## src/rtl/tbdo_defs.vh

```
// offsets, field positions, reset values and divider taps of the time base block
`ifndef TBDO_DEFS_VH
`define TBDO_DEFS_VH

`define TBDO_ADDR_W 8
`define TBDO_ADDR_CTRL 8'h36
`define TBDO_ADDR_STATUS 8'h37
`define TBDO_ADDR_MASK 8'h38

`define TBDO_CTRL_RESET 8'h00
`define TBDO_STATUS_RESET 4'h0
`define TBDO_MASK_RESET 4'h0

`define TBDO_BIT_SQ_EN 7
`define TBDO_BIT_SQ_RATE_HI 6
`define TBDO_BIT_SQ_RATE_LO 5
`define TBDO_BIT_LS_SRC 4
`define TBDO_BIT_TB_EN 3
`define TBDO_BIT_TB_RATE_HI 2
`define TBDO_BIT_TB_RATE_LO 0

`define TBDO_ST_TICK 0
`define TBDO_ST_RATE_MISUSE 1
`define TBDO_ST_SLOW_CODE 2
`define TBDO_ST_SQ_MISUSE 3
`define TBDO_ST_W 4

`define TBDO_CHAIN_W 23
`define TBDO_LOW_W 8
`define TBDO_LOW_WRAP 8'hff

// chain bit k-1 toggles at fc/2^k; fs enters above the low 8 stages
`define TBDO_TB_TAP0 5'd22
`define TBDO_TB_TAP1 5'd20
`define TBDO_TB_TAP2 5'd15
`define TBDO_TB_TAP3 5'd13
`define TBDO_TB_TAP4 5'd12
`define TBDO_TB_TAP5 5'd11
`define TBDO_TB_TAP6 5'd10
`define TBDO_TB_TAP7 5'd8
`define TBDO_SQ_TAP0 5'd12
`define TBDO_SQ_TAP1 5'd11
`define TBDO_SQ_TAP2 5'd10
`define TBDO_SQ_TAP3 5'd9

`define TBDO_SLOW_MAX_CODE 3'b001

`endif

```

## src/rtl/tbdo_divider.v

```verilog
// shared free-running divider chain, fed by fc or by fs ticks
`timescale 1ns/1ps
`include "tbdo_defs.vh"

module tbdo_divider (
  input wire clk,
  input wire rst,
  input wire lowSpeed,
  input wire fsTick,
  output wire [`TBDO_CHAIN_W-1:0] chain
);

  reg [`TBDO_LOW_W-1:0] lowStages;
  reg [`TBDO_CHAIN_W-`TBDO_LOW_W-1:0] highStages;
  wire highStep;

  // in low-speed use the fs clock bypasses the low stages, so tap positions stay the same
  assign highStep = lowSpeed ? fsTick : (lowStages == `TBDO_LOW_WRAP);

  always @(posedge clk)
  begin
    if (rst)
    begin
      lowStages <= {`TBDO_LOW_W{1'b0}};
      highStages <= {(`TBDO_CHAIN_W-`TBDO_LOW_W){1'b0}};
    end
    else
    begin
      lowStages <= lowStages + 8'h01;
      if (highStep)
        highStages <= highStages + 15'h0001;
    end
  end

  assign chain = {highStages, lowStages};

endmodule // tbdo_divider

```

## src/rtl/tbdo_core.v

```verilog
// time base timer and divider square-wave output with register port
// Operation
// - fc source: rate codes 000..111 pick fc/2^23,21,16,14,13,12,11,9.
// - low-speed source: rate codes pick fs/2^15,13,8,6,5,4,3,1.
// - interrupt on every falling edge of selected tap once enabled.
// - enabling never clears the divider; first interrupt may come early.
// - enable is control bit 3; rate field is bits 2 to 0.
// - bit 7 enables a roughly 50% duty square wave at selected rate.
// - fc source: square codes 00..11 pick fc/2^13,12,11,10 via bits 6:5.
// - low-speed source or slow modes: square codes pick fs/2^5,4,3,2.
// - square wave leaves on a dedicated active-low pin.
// - control register at 0x36, resets to zero, everything disabled.
//
// Local design decision: the strobed register port.
`timescale 1ns/1ps
`include "tbdo_defs.vh"

module tbdo_core (
  input wire clk,
  input wire rst,
  input wire [`TBDO_ADDR_W-1:0] regAddr,
  input wire [7:0] regWriteData,
  input wire regWrite,
  input wire regRead,
  output reg [7:0] regReadData,
  input wire lowSpeedModes,
  input wire fsClockPin,
  output reg timeBaseInterrupt,
  output wire irq,
  output reg buzzerSquareOut_n
);

  reg [7:0] timeBaseControl;
  reg [`TBDO_ST_W-1:0] status;
  reg [`TBDO_ST_W-1:0] mask;
  reg fsSync1;
  reg fsSync2;
  reg fsPrev;
  reg tbTapPrev;
  reg [4:0] tbTapIndex;
  reg [4:0] sqTapIndex;
  reg [7:0] next_readData;
  reg [`TBDO_ST_W-1:0] next_status;
  wire [`TBDO_CHAIN_W-1:0] chain;
  wire fsTick;
  wire useLowSpeed;
  wire timeBaseEnable;
  wire [2:0] timeBaseRateSelect;
  wire squareOutEnable;
  wire [1:0] squareOutRateSelect;
  wire lowSpeedDividerSource;
  wire tbTap;
  wire sqTap;
  wire tbFall;
  wire ctrlWrite;
  wire statusWrite;
  wire maskWrite;
  wire [2:0] newRate;
  wire [1:0] newSqRate;
  wire rateMisuse;
  wire sqMisuse;
  wire slowCodeBad;

  assign timeBaseEnable = timeBaseControl[`TBDO_BIT_TB_EN];
  assign timeBaseRateSelect = timeBaseControl[`TBDO_BIT_TB_RATE_HI:`TBDO_BIT_TB_RATE_LO];
  assign squareOutEnable = timeBaseControl[`TBDO_BIT_SQ_EN];
  assign squareOutRateSelect = timeBaseControl[`TBDO_BIT_SQ_RATE_HI:`TBDO_BIT_SQ_RATE_LO];
  assign lowSpeedDividerSource = timeBaseControl[`TBDO_BIT_LS_SRC];

  // slow and sleep modes always run the chain from fs
  assign useLowSpeed = lowSpeedDividerSource | lowSpeedModes;

  // fs is asynchronous: two flops, then an edge detector on the second only
  always @(posedge clk)
  begin
    if (rst)
    begin
      fsSync1 <= 1'b0;
      fsSync2 <= 1'b0;
      fsPrev <= 1'b0;
    end
    else
    begin
      fsSync1 <= fsClockPin;
      fsSync2 <= fsSync1;
      fsPrev <= fsSync2;
    end
  end

  assign fsTick = fsSync2 & ~fsPrev;

  tbdo_divider u_divider (
    .clk(clk),
    .rst(rst),
    .lowSpeed(useLowSpeed),
    .fsTick(fsTick),
    .chain(chain)
  );

  // same tap positions serve both sources since fs enters above the low stages
  always @*
  begin
    case (timeBaseRateSelect)
      3'b000: tbTapIndex = `TBDO_TB_TAP0;
      3'b001: tbTapIndex = `TBDO_TB_TAP1;
      3'b010: tbTapIndex = `TBDO_TB_TAP2;
      3'b011: tbTapIndex = `TBDO_TB_TAP3;
      3'b100: tbTapIndex = `TBDO_TB_TAP4;
      3'b101: tbTapIndex = `TBDO_TB_TAP5;
      3'b110: tbTapIndex = `TBDO_TB_TAP6;
      3'b111: tbTapIndex = `TBDO_TB_TAP7;
      default: tbTapIndex = `TBDO_TB_TAP0;
    endcase
  end

  always @*
  begin
    case (squareOutRateSelect)
      2'b00: sqTapIndex = `TBDO_SQ_TAP0;
      2'b01: sqTapIndex = `TBDO_SQ_TAP1;
      2'b10: sqTapIndex = `TBDO_SQ_TAP2;
      2'b11: sqTapIndex = `TBDO_SQ_TAP3;
      default: sqTapIndex = `TBDO_SQ_TAP0;
    endcase
  end

  assign tbTap = chain[tbTapIndex];
  assign sqTap = chain[sqTapIndex];

  // previous tap tracked even while disabled, so enabling never restarts the period
  always @(posedge clk)
  begin
    if (rst)
      tbTapPrev <= 1'b0;
    else
      tbTapPrev <= tbTap;
  end

  assign tbFall = timeBaseEnable & tbTapPrev & ~tbTap;

  always @(posedge clk)
  begin
    if (rst)
      timeBaseInterrupt <= 1'b0;
    else
      timeBaseInterrupt <= tbFall;
  end

  // pin idles high; chain bit is a true 50% square wave
  always @(posedge clk)
  begin
    if (rst)
      buzzerSquareOut_n <= 1'b1;
    else
      buzzerSquareOut_n <= ~(squareOutEnable & sqTap);
  end

  assign ctrlWrite = regWrite & (regAddr == `TBDO_ADDR_CTRL);
  assign statusWrite = regWrite & (regAddr == `TBDO_ADDR_STATUS);
  assign maskWrite = regWrite & (regAddr == `TBDO_ADDR_MASK);
  assign newRate = regWriteData[`TBDO_BIT_TB_RATE_HI:`TBDO_BIT_TB_RATE_LO];
  assign newSqRate = regWriteData[`TBDO_BIT_SQ_RATE_HI:`TBDO_BIT_SQ_RATE_LO];

  // misuse is only flagged; the write still lands so software keeps control
  assign rateMisuse = ctrlWrite & timeBaseEnable & (newRate != timeBaseRateSelect);
  assign sqMisuse = ctrlWrite & squareOutEnable & (newSqRate != squareOutRateSelect);
  assign slowCodeBad = lowSpeedModes & timeBaseEnable &
    (timeBaseRateSelect > `TBDO_SLOW_MAX_CODE);

  always @(posedge clk)
  begin
    if (rst)
      timeBaseControl <= `TBDO_CTRL_RESET;
    else if (ctrlWrite)
      timeBaseControl <= regWriteData;
  end

  always @(posedge clk)
  begin
    if (rst)
      mask <= `TBDO_MASK_RESET;
    else if (maskWrite)
      mask <= regWriteData[`TBDO_ST_W-1:0];
  end

  // write-one clears, but a same-cycle event wins over the clear
  always @*
  begin
    next_status = status;
    if (statusWrite)
      next_status = status & ~regWriteData[`TBDO_ST_W-1:0];
    if (tbFall)
      next_status[`TBDO_ST_TICK] = 1'b1;
    if (rateMisuse)
      next_status[`TBDO_ST_RATE_MISUSE] = 1'b1;
    if (slowCodeBad)
      next_status[`TBDO_ST_SLOW_CODE] = 1'b1;
    if (sqMisuse)
      next_status[`TBDO_ST_SQ_MISUSE] = 1'b1;
  end

  always @(posedge clk)
  begin
    if (rst)
      status <= `TBDO_STATUS_RESET;
    else
      status <= next_status;
  end

  assign irq = |(status & mask);

  always @*
  begin
    next_readData = 8'h00;
    case (regAddr)
      `TBDO_ADDR_CTRL: next_readData = timeBaseControl;
      `TBDO_ADDR_STATUS: next_readData = {4'h0, status};
      `TBDO_ADDR_MASK: next_readData = {4'h0, mask};
      default: next_readData = 8'h00;
    endcase
  end

  // data valid only in the cycle after the read strobe
  always @(posedge clk)
  begin
    if (rst)
      regReadData <= 8'h00;
    else if (regRead)
      regReadData <= next_readData;
    else
      regReadData <= 8'h00;
  end

endmodule // tbdo_core

```

## config.mk

```make
export PLATFORM = sky130hd
export DESIGN_NAME = tbdo_core
export DESIGN_NICKNAME = d
export VERILOG_FILES = /design/src/rtl/tbdo_divider.v /design/src/rtl/tbdo_core.v
export VERILOG_INCLUDE_DIRS = /design/src /design/src/rtl
export SDC_FILE = /design/constraint.sdc
export NUM_CORES = 1
export LEC_CHECK = 0
export BUFFER_PORTS_ARGS = -buffer_cell sky130_fd_sc_hd__buf_2
export CAP_MARGIN = 5
export CORE_UTILIZATION = 50
export DETAILED_ROUTE_END_ITERATION = 10
export MAX_ROUTING_LAYER = met4
export PLACE_DENSITY = 0.7
export SLEW_MARGIN = 30
export SYNTH_ARGS = -nofsm -noshare
export SYNTH_HDL_FRONTEND = slang
export SYNTH_SLANG_ARGS = --single-unit
```

## constraint.sdc

```tcl
create_clock -name clk -period 5.4 [get_ports clk]
set_input_delay 0.27 -clock clk [delete_from_list [all_inputs] [get_ports clk]]
set_output_delay 0.27 -clock clk [all_outputs]
set_load 0.02 [all_outputs]
```

### Word level (Yosys, flattened, before mapping)

Memories as Yosys holds them, arrays and structs flattened. A register that Yosys moved wholly into a read port is not among the register bits.
Cells that the tools add are included.

* multiplexer cells: 14
* $mul: 0
* bitwise logic cells: 21
* order comparisons: 3
* equality and inequality tests: 9
* reductions and logical operators: 7
* add/subtract/negate cells: 2
* divide/modulo/power cells: 0
* shift operators: 0

Operators with widths (count)
* 8-bit by 6-bit == test with 1-bit output (second input constant): 3
* 8-bit one-hot mux with 3 select lines: 1
* 5-bit one-hot mux with 4 select lines: 1
* 15-bit by 1-bit adder with 15-bit output (second input constant): 1
* 1-bit AND: 13
* 5-bit by 6-bit < comparator with 1-bit output (second input constant): 2
* 1-bit binary-select mux with 5-bit select: 2
* 8-bit by 1-bit adder with 8-bit output (second input constant): 1
* 4-bit AND: 2
* 8-bit == test (second input constant): 1
* 2-bit nonzero test: 4
* 1-bit 2-to-1 mux: 7
* 3-bit 2-to-1 mux: 2
* 2-bit == test (second input constant): 2
* 4-bit 2-to-1 mux: 1
* 1-bit inverter: 4
* 4-bit inverter: 1
* 4-bit OR reduction: 1
* 3-bit by 1-bit > comparator with 1-bit output (second input constant): 1
* 3-bit inequality test: 1
* 2-bit by 1-bit == test with 1-bit output (second input constant): 1
* 2-bit logical NOT: 1
* 2-bit inequality test: 1
* 2-bit OR reduction: 1
* 1-bit OR: 1

* latch bits: 0
* memory bits (read-only): 40
* memories kept: 1
* register bits: 53
* memory bits (writable): 0
* word-level logic and storage cells: 72
* input bits: 22
* output and inout port bits: 11

Memories
* (no name shown): words 8, width 5, rd ports 1, clocked after memory_dff 1, wr ports 0, RTL line tbdo_core.v:103 `case (timeBaseRateSelect)`

### Logic depth before layout (Yosys ltp)

* depth after elaboration: 6
* gate-level depth with buffers: 7
* depth with buffers taken out: 6

### Hierarchy

From an unflattened synthesis, not the netlist that was laid out.

* cell total of the unflattened synthesis: 284
* area, all modules: 2715.1 um2

By module, submodules not included
* tbdo_core: cells an instance 168, area each 1681.6 um2, instances 1, sequential area each 700.7 um2
* tbdo_divider: cells an instance 116, area each 1033.5 um2, instances 1, sequential area each 460.4 um2

### Worst setup path before layout

Ideal clock, no wire load.

* kind: register to register
* start: register u_divider.lowStages[0]
* end: register u_divider.highStages[13]
* arrival time: 1.657 ns
* library setup time: 0.070 ns
* cell stages (with the launch flop): 7
* slack: 3.673 ns
* path buffers: 0
* required time: 5.330 ns
* clock period less this slack: 1.727 ns
* path through: dfxtp_1 ha_1 nand2_1 nor4_4 o21ai_2 or4_1 a21oi_1

* word-level cells in the longest chain between the ends: 2

Ends and longest elaborated chain
* start, declared: RTL line tbdo_divider.v:13 `` reg [`TBDO_LOW_W-1:0] lowStages; ``
* start signal, assigned: RTL line tbdo_divider.v:24 `` lowStages <= {`TBDO_LOW_W{1'b0}}; ``
* start signal, assigned: RTL line tbdo_divider.v:29 `lowStages <= lowStages + 8'h01;`
* 8-bit == test (no source line)
* 1-bit 2-to-1 mux: RTL line tbdo_divider.v:18 `` assign highStep = lowSpeed ? fsTick : (lowStages == `TBDO_LOW_WRAP); ``
* end signal, assigned: RTL line tbdo_divider.v:25 `` highStages <= {(`TBDO_CHAIN_W-`TBDO_LOW_W){1'b0}}; ``
* end signal, assigned: RTL line tbdo_divider.v:31 `highStages <= highStages + 15'h0001;`
* end, declared: RTL line tbdo_divider.v:14 `` reg [`TBDO_CHAIN_W-`TBDO_LOW_W-1:0] highStages; ``

Every way passes these cells.
A chain may end at the register's enable or synchronous reset.

### Worst setup path after layout

Ends and elaborated chain as after synthesis.

==> results_dict.tcl <==
set metrics [dict create \
    cts_tree "built" \
    routedWlPerCell_microns 13.9 \
    hpwlAfterDp_microns 3740 \
    path_clk_slew_ps 70 \
    synth-simple-area-share 0.217 \
    end_kind "register" \
    ctsResizeCount 0 \
    yosysTopAreaCell "dfxtp_1" \
    min_path_type "in -> reg" \
    synth_top_family_by_area "simple AND/OR/NAND/NOR gates" \
    drt-total-wl_microns 5420 \
    maxSlewHeadroom 0.474 \
    synth_fa_ha_area_frac 0.0237 \
    synthTopCellsByCount "58 x dfxtp_1, 31 x nor2_1, 27 x nand2_1, 23 x a21oi_1, 21 x nand3_1" \
    placementRows 26 \
    synth_most_common_cell "dfxtp_1" \
    rsz0062_at_grt "false" \
    start_util 0.518 \
    leakage_nw 1.17 \
    ys_top_cells_by_area "dfxtp_1 44%, xor2_1 5.3%, mux4_2 5.1%" \
    gp_congestion 0.786 \
    firstDrtPassIters 4 \
    grt_pass1_vias 1902 \
    cp_max_fo 12 \
    synth_area_sq_mm 0.00264 \
    antenna_left 0 \
    boundaryPins 33 \
    synthMuxAreaShare 0.0932 \
    yosys.area.top_type_share 0.439 \
    synth-edff-count 0 \
    drive_above_1_share 0.184 \
    ctsHoldBuffers 0 \
    die_x_microns 74.7 \
    finalMaxSlewViolations 0 \
    detail_route.vias_per_cell 5.36 \
    seq_area_frac_synth 0.439 \
    worstSetupStartpoint "u_divider.lowStages[0]$_SDFF_PP0_" \
    final_nets 343 \
    required_ps 5670 \
    reg2regPathDepth 6 \
    drt_iter0_drc 130 \
    syn2layout_area_growth_pct 14.2 \
    clockRootBuffer "clkbuf_8" \
    period_share 0.418 \
    p_total_mw 0.825 \
    crit_type "reg -> reg" \
    r2r_slack_ps 3140 \
    rr_endpoint "u_divider.highStages[13]$_SDFFE_PP0P_" \
    fin_util 0.591 \
    dpl_worst_slack_ps 3190 \
    irDropWorstVdd_uv 201 \
    design.die.area_sq_mm 0.00558 \
    synthXorXnorAreaFrac 0.0729 \
    clock-sinks 58 \
    synth.distinct_cells 41 \
    grt_pass1_wl_microns 8670 \
    async_flop_share 0 \
    numPortBuffers 32 \
    crit_end "u_divider.highStages[13]$_SDFFE_PP0P_" \
    cts_buffers 9 \
    cts.htree.levels 3 \
    hold_violations 0 \
    synth-compound-area-share 0.126 \
    start_kind "register" \
    synth_warnings 0 \
    synthCells 286 \
    outcome "completed" \
    tightest_slew_ps 789 \
    synth_flop_cell "dfxtp_1" \
    die-height_microns 74.7 \
    arrival_ps 2530 \
    grt_antenna_before_repair 0 \
    route.detailed.drc 0 \
    setup_tns_ps 0 \
    insertion_delay_ps 350 \
    synth_fp_nets 313 \
    via_count 2096 \
    setup_slack_ps 3140 \
    fin_crit_ps 2260 \
    grt_start_max_net_pins 45 \
    final-setup-viol-count 0 \
    fin_skew_ps 9.81 \
    grt_usage 0.218 \
    cts_setup_buffers 0 \
    syn_avg_cell_area_sq_um 9.24 \
    clockBufferDepth 2 \
    coreArea_sq_mm 0.00511 \
    cap_viol_max_count 0 \
    power.density_mw_per_mm2 273 \
    grt_overflow 0 \
    diodes 0 \
    max_freq_mhz 443 \
    dp_cells 375 \
    reg2reg_from "u_divider.lowStages[0]$_SDFF_PP0_" \
    instances_no_fill 391 \
    ys_ff_latch 58 \
]
layer usage:
metal	vias up	track usage	wire (microns)
met2	34	0.308	2370
met3	9	0.0562	198
met5	-	-	0
met4	0	0.107	91
li1	1076	-	-
met1	977	0.289	2760
state kept, by name, summed over array words and instances (netlist names), 4 cells and up:
name,cells
mask,4
regReadData,8
status,4
tbTapIndex,5
timeBaseControl,8
u_divider.highStages,15
u_divider.lowStages,8
report_power, final:
| group | total, mW | switching [mW] | leakage (nW) | internal [mW] |
|---|---|---|---|---|
| Combinational | 0.0296 | 0.0172 | 0.610 | 0.0124 |
| Clock | 0.361 | 0.183 | 0.0882 | 0.178 |
| Sequential | 0.434 | 0.00334 | 0.468 | 0.431 |
| Total | 0.825 | 0.203 | 1.17 | 0.622 |
cell usage in the layout, fill, tap and decap left out, types with 2 or more instances in the layout:
cell type and n:
o2111ai_1 8, nand3_1 21, clkinv_2 2, clkbuf_8 10, nor2_1 31, ha_1 5, dfxtp_1 58, or3_1 2
clkinv_4 2, clkinvlp_4 2, o31ai_1 2, xnor2_1 6, xor2_1 16, or4_1 2, nor2b_1 4, a22oi_1 5
o211a_1 2, buf_2 32, and3_1 6, nand2b_1 4, mux4_2 6, and2_1 5, inv_1 6, nand2_1 27
a21oi_1 23, and3b_1 2, o21ai_0 6, mux2i_1 10
cells by family (layout without fill, tap and decap cells):
group | after synthesis | in the layout
AO/OA/AOI/OAI | 52 | 52
XOR/XNOR | 22 | 22
adder cells (fa/ha/maj) | 5 | 5
buffers and inverters | 19 | 54
flip-flops | 58 | 58
multiplexers | 17 | 17
AND/OR/NAND/NOR | 113 | 113
stage by stage:
| stage | cell area, sq um | hold slack (ps) |
|---|---|---|
| global route | 3020 | 144 |
| CTS | 3020 | 130 |
| detailed placement | 2840 | 418 |
| finish | 3020 | 133 |
| floorplan | 2640 | 386 |
| global placement | 2840 | 417 |
final cells by class:
type                            count  area [sq um]
Fill cell                         464          2090
Multi-Input combinational cell    209          1410
Tap cell                           70          87.6
Timing Repair Buffer               32           160
Sequential cell                    58          1160
Inverter                            6          22.5
Clock inverter                      6          42.5
Clock buffer                       10           138
worst max-delay path, cell delays in order, from the launching register on:
cell     delay [ps]
dfxtp_1         400
ha_1            230
nand2_1         120
nor4_4          580
o21ai_2         170
or4_1           520
a21oi_1         150
worst min-delay path by stage:
stage                                         to  slack (ps)                            start  cells past startpoint
floorplan           buzzerSquareOut_n$_SDFF_PP1_         390  timeBaseControl[7]$_SDFFE_PP0N_                      1
global placement    buzzerSquareOut_n$_SDFF_PP1_         420  timeBaseControl[7]$_SDFFE_PP0N_                      1
detailed placement  buzzerSquareOut_n$_SDFF_PP1_         420  timeBaseControl[7]$_SDFFE_PP0N_                      1
CTS                           fsSync1$_SDFF_PP0_         130                       fsClockPin                      2
global route                  fsSync1$_SDFF_PP0_         140                       fsClockPin                      2
finish                        fsSync1$_SDFF_PP0_         130                       fsClockPin                      2
(Power assumes the default switching activity.)
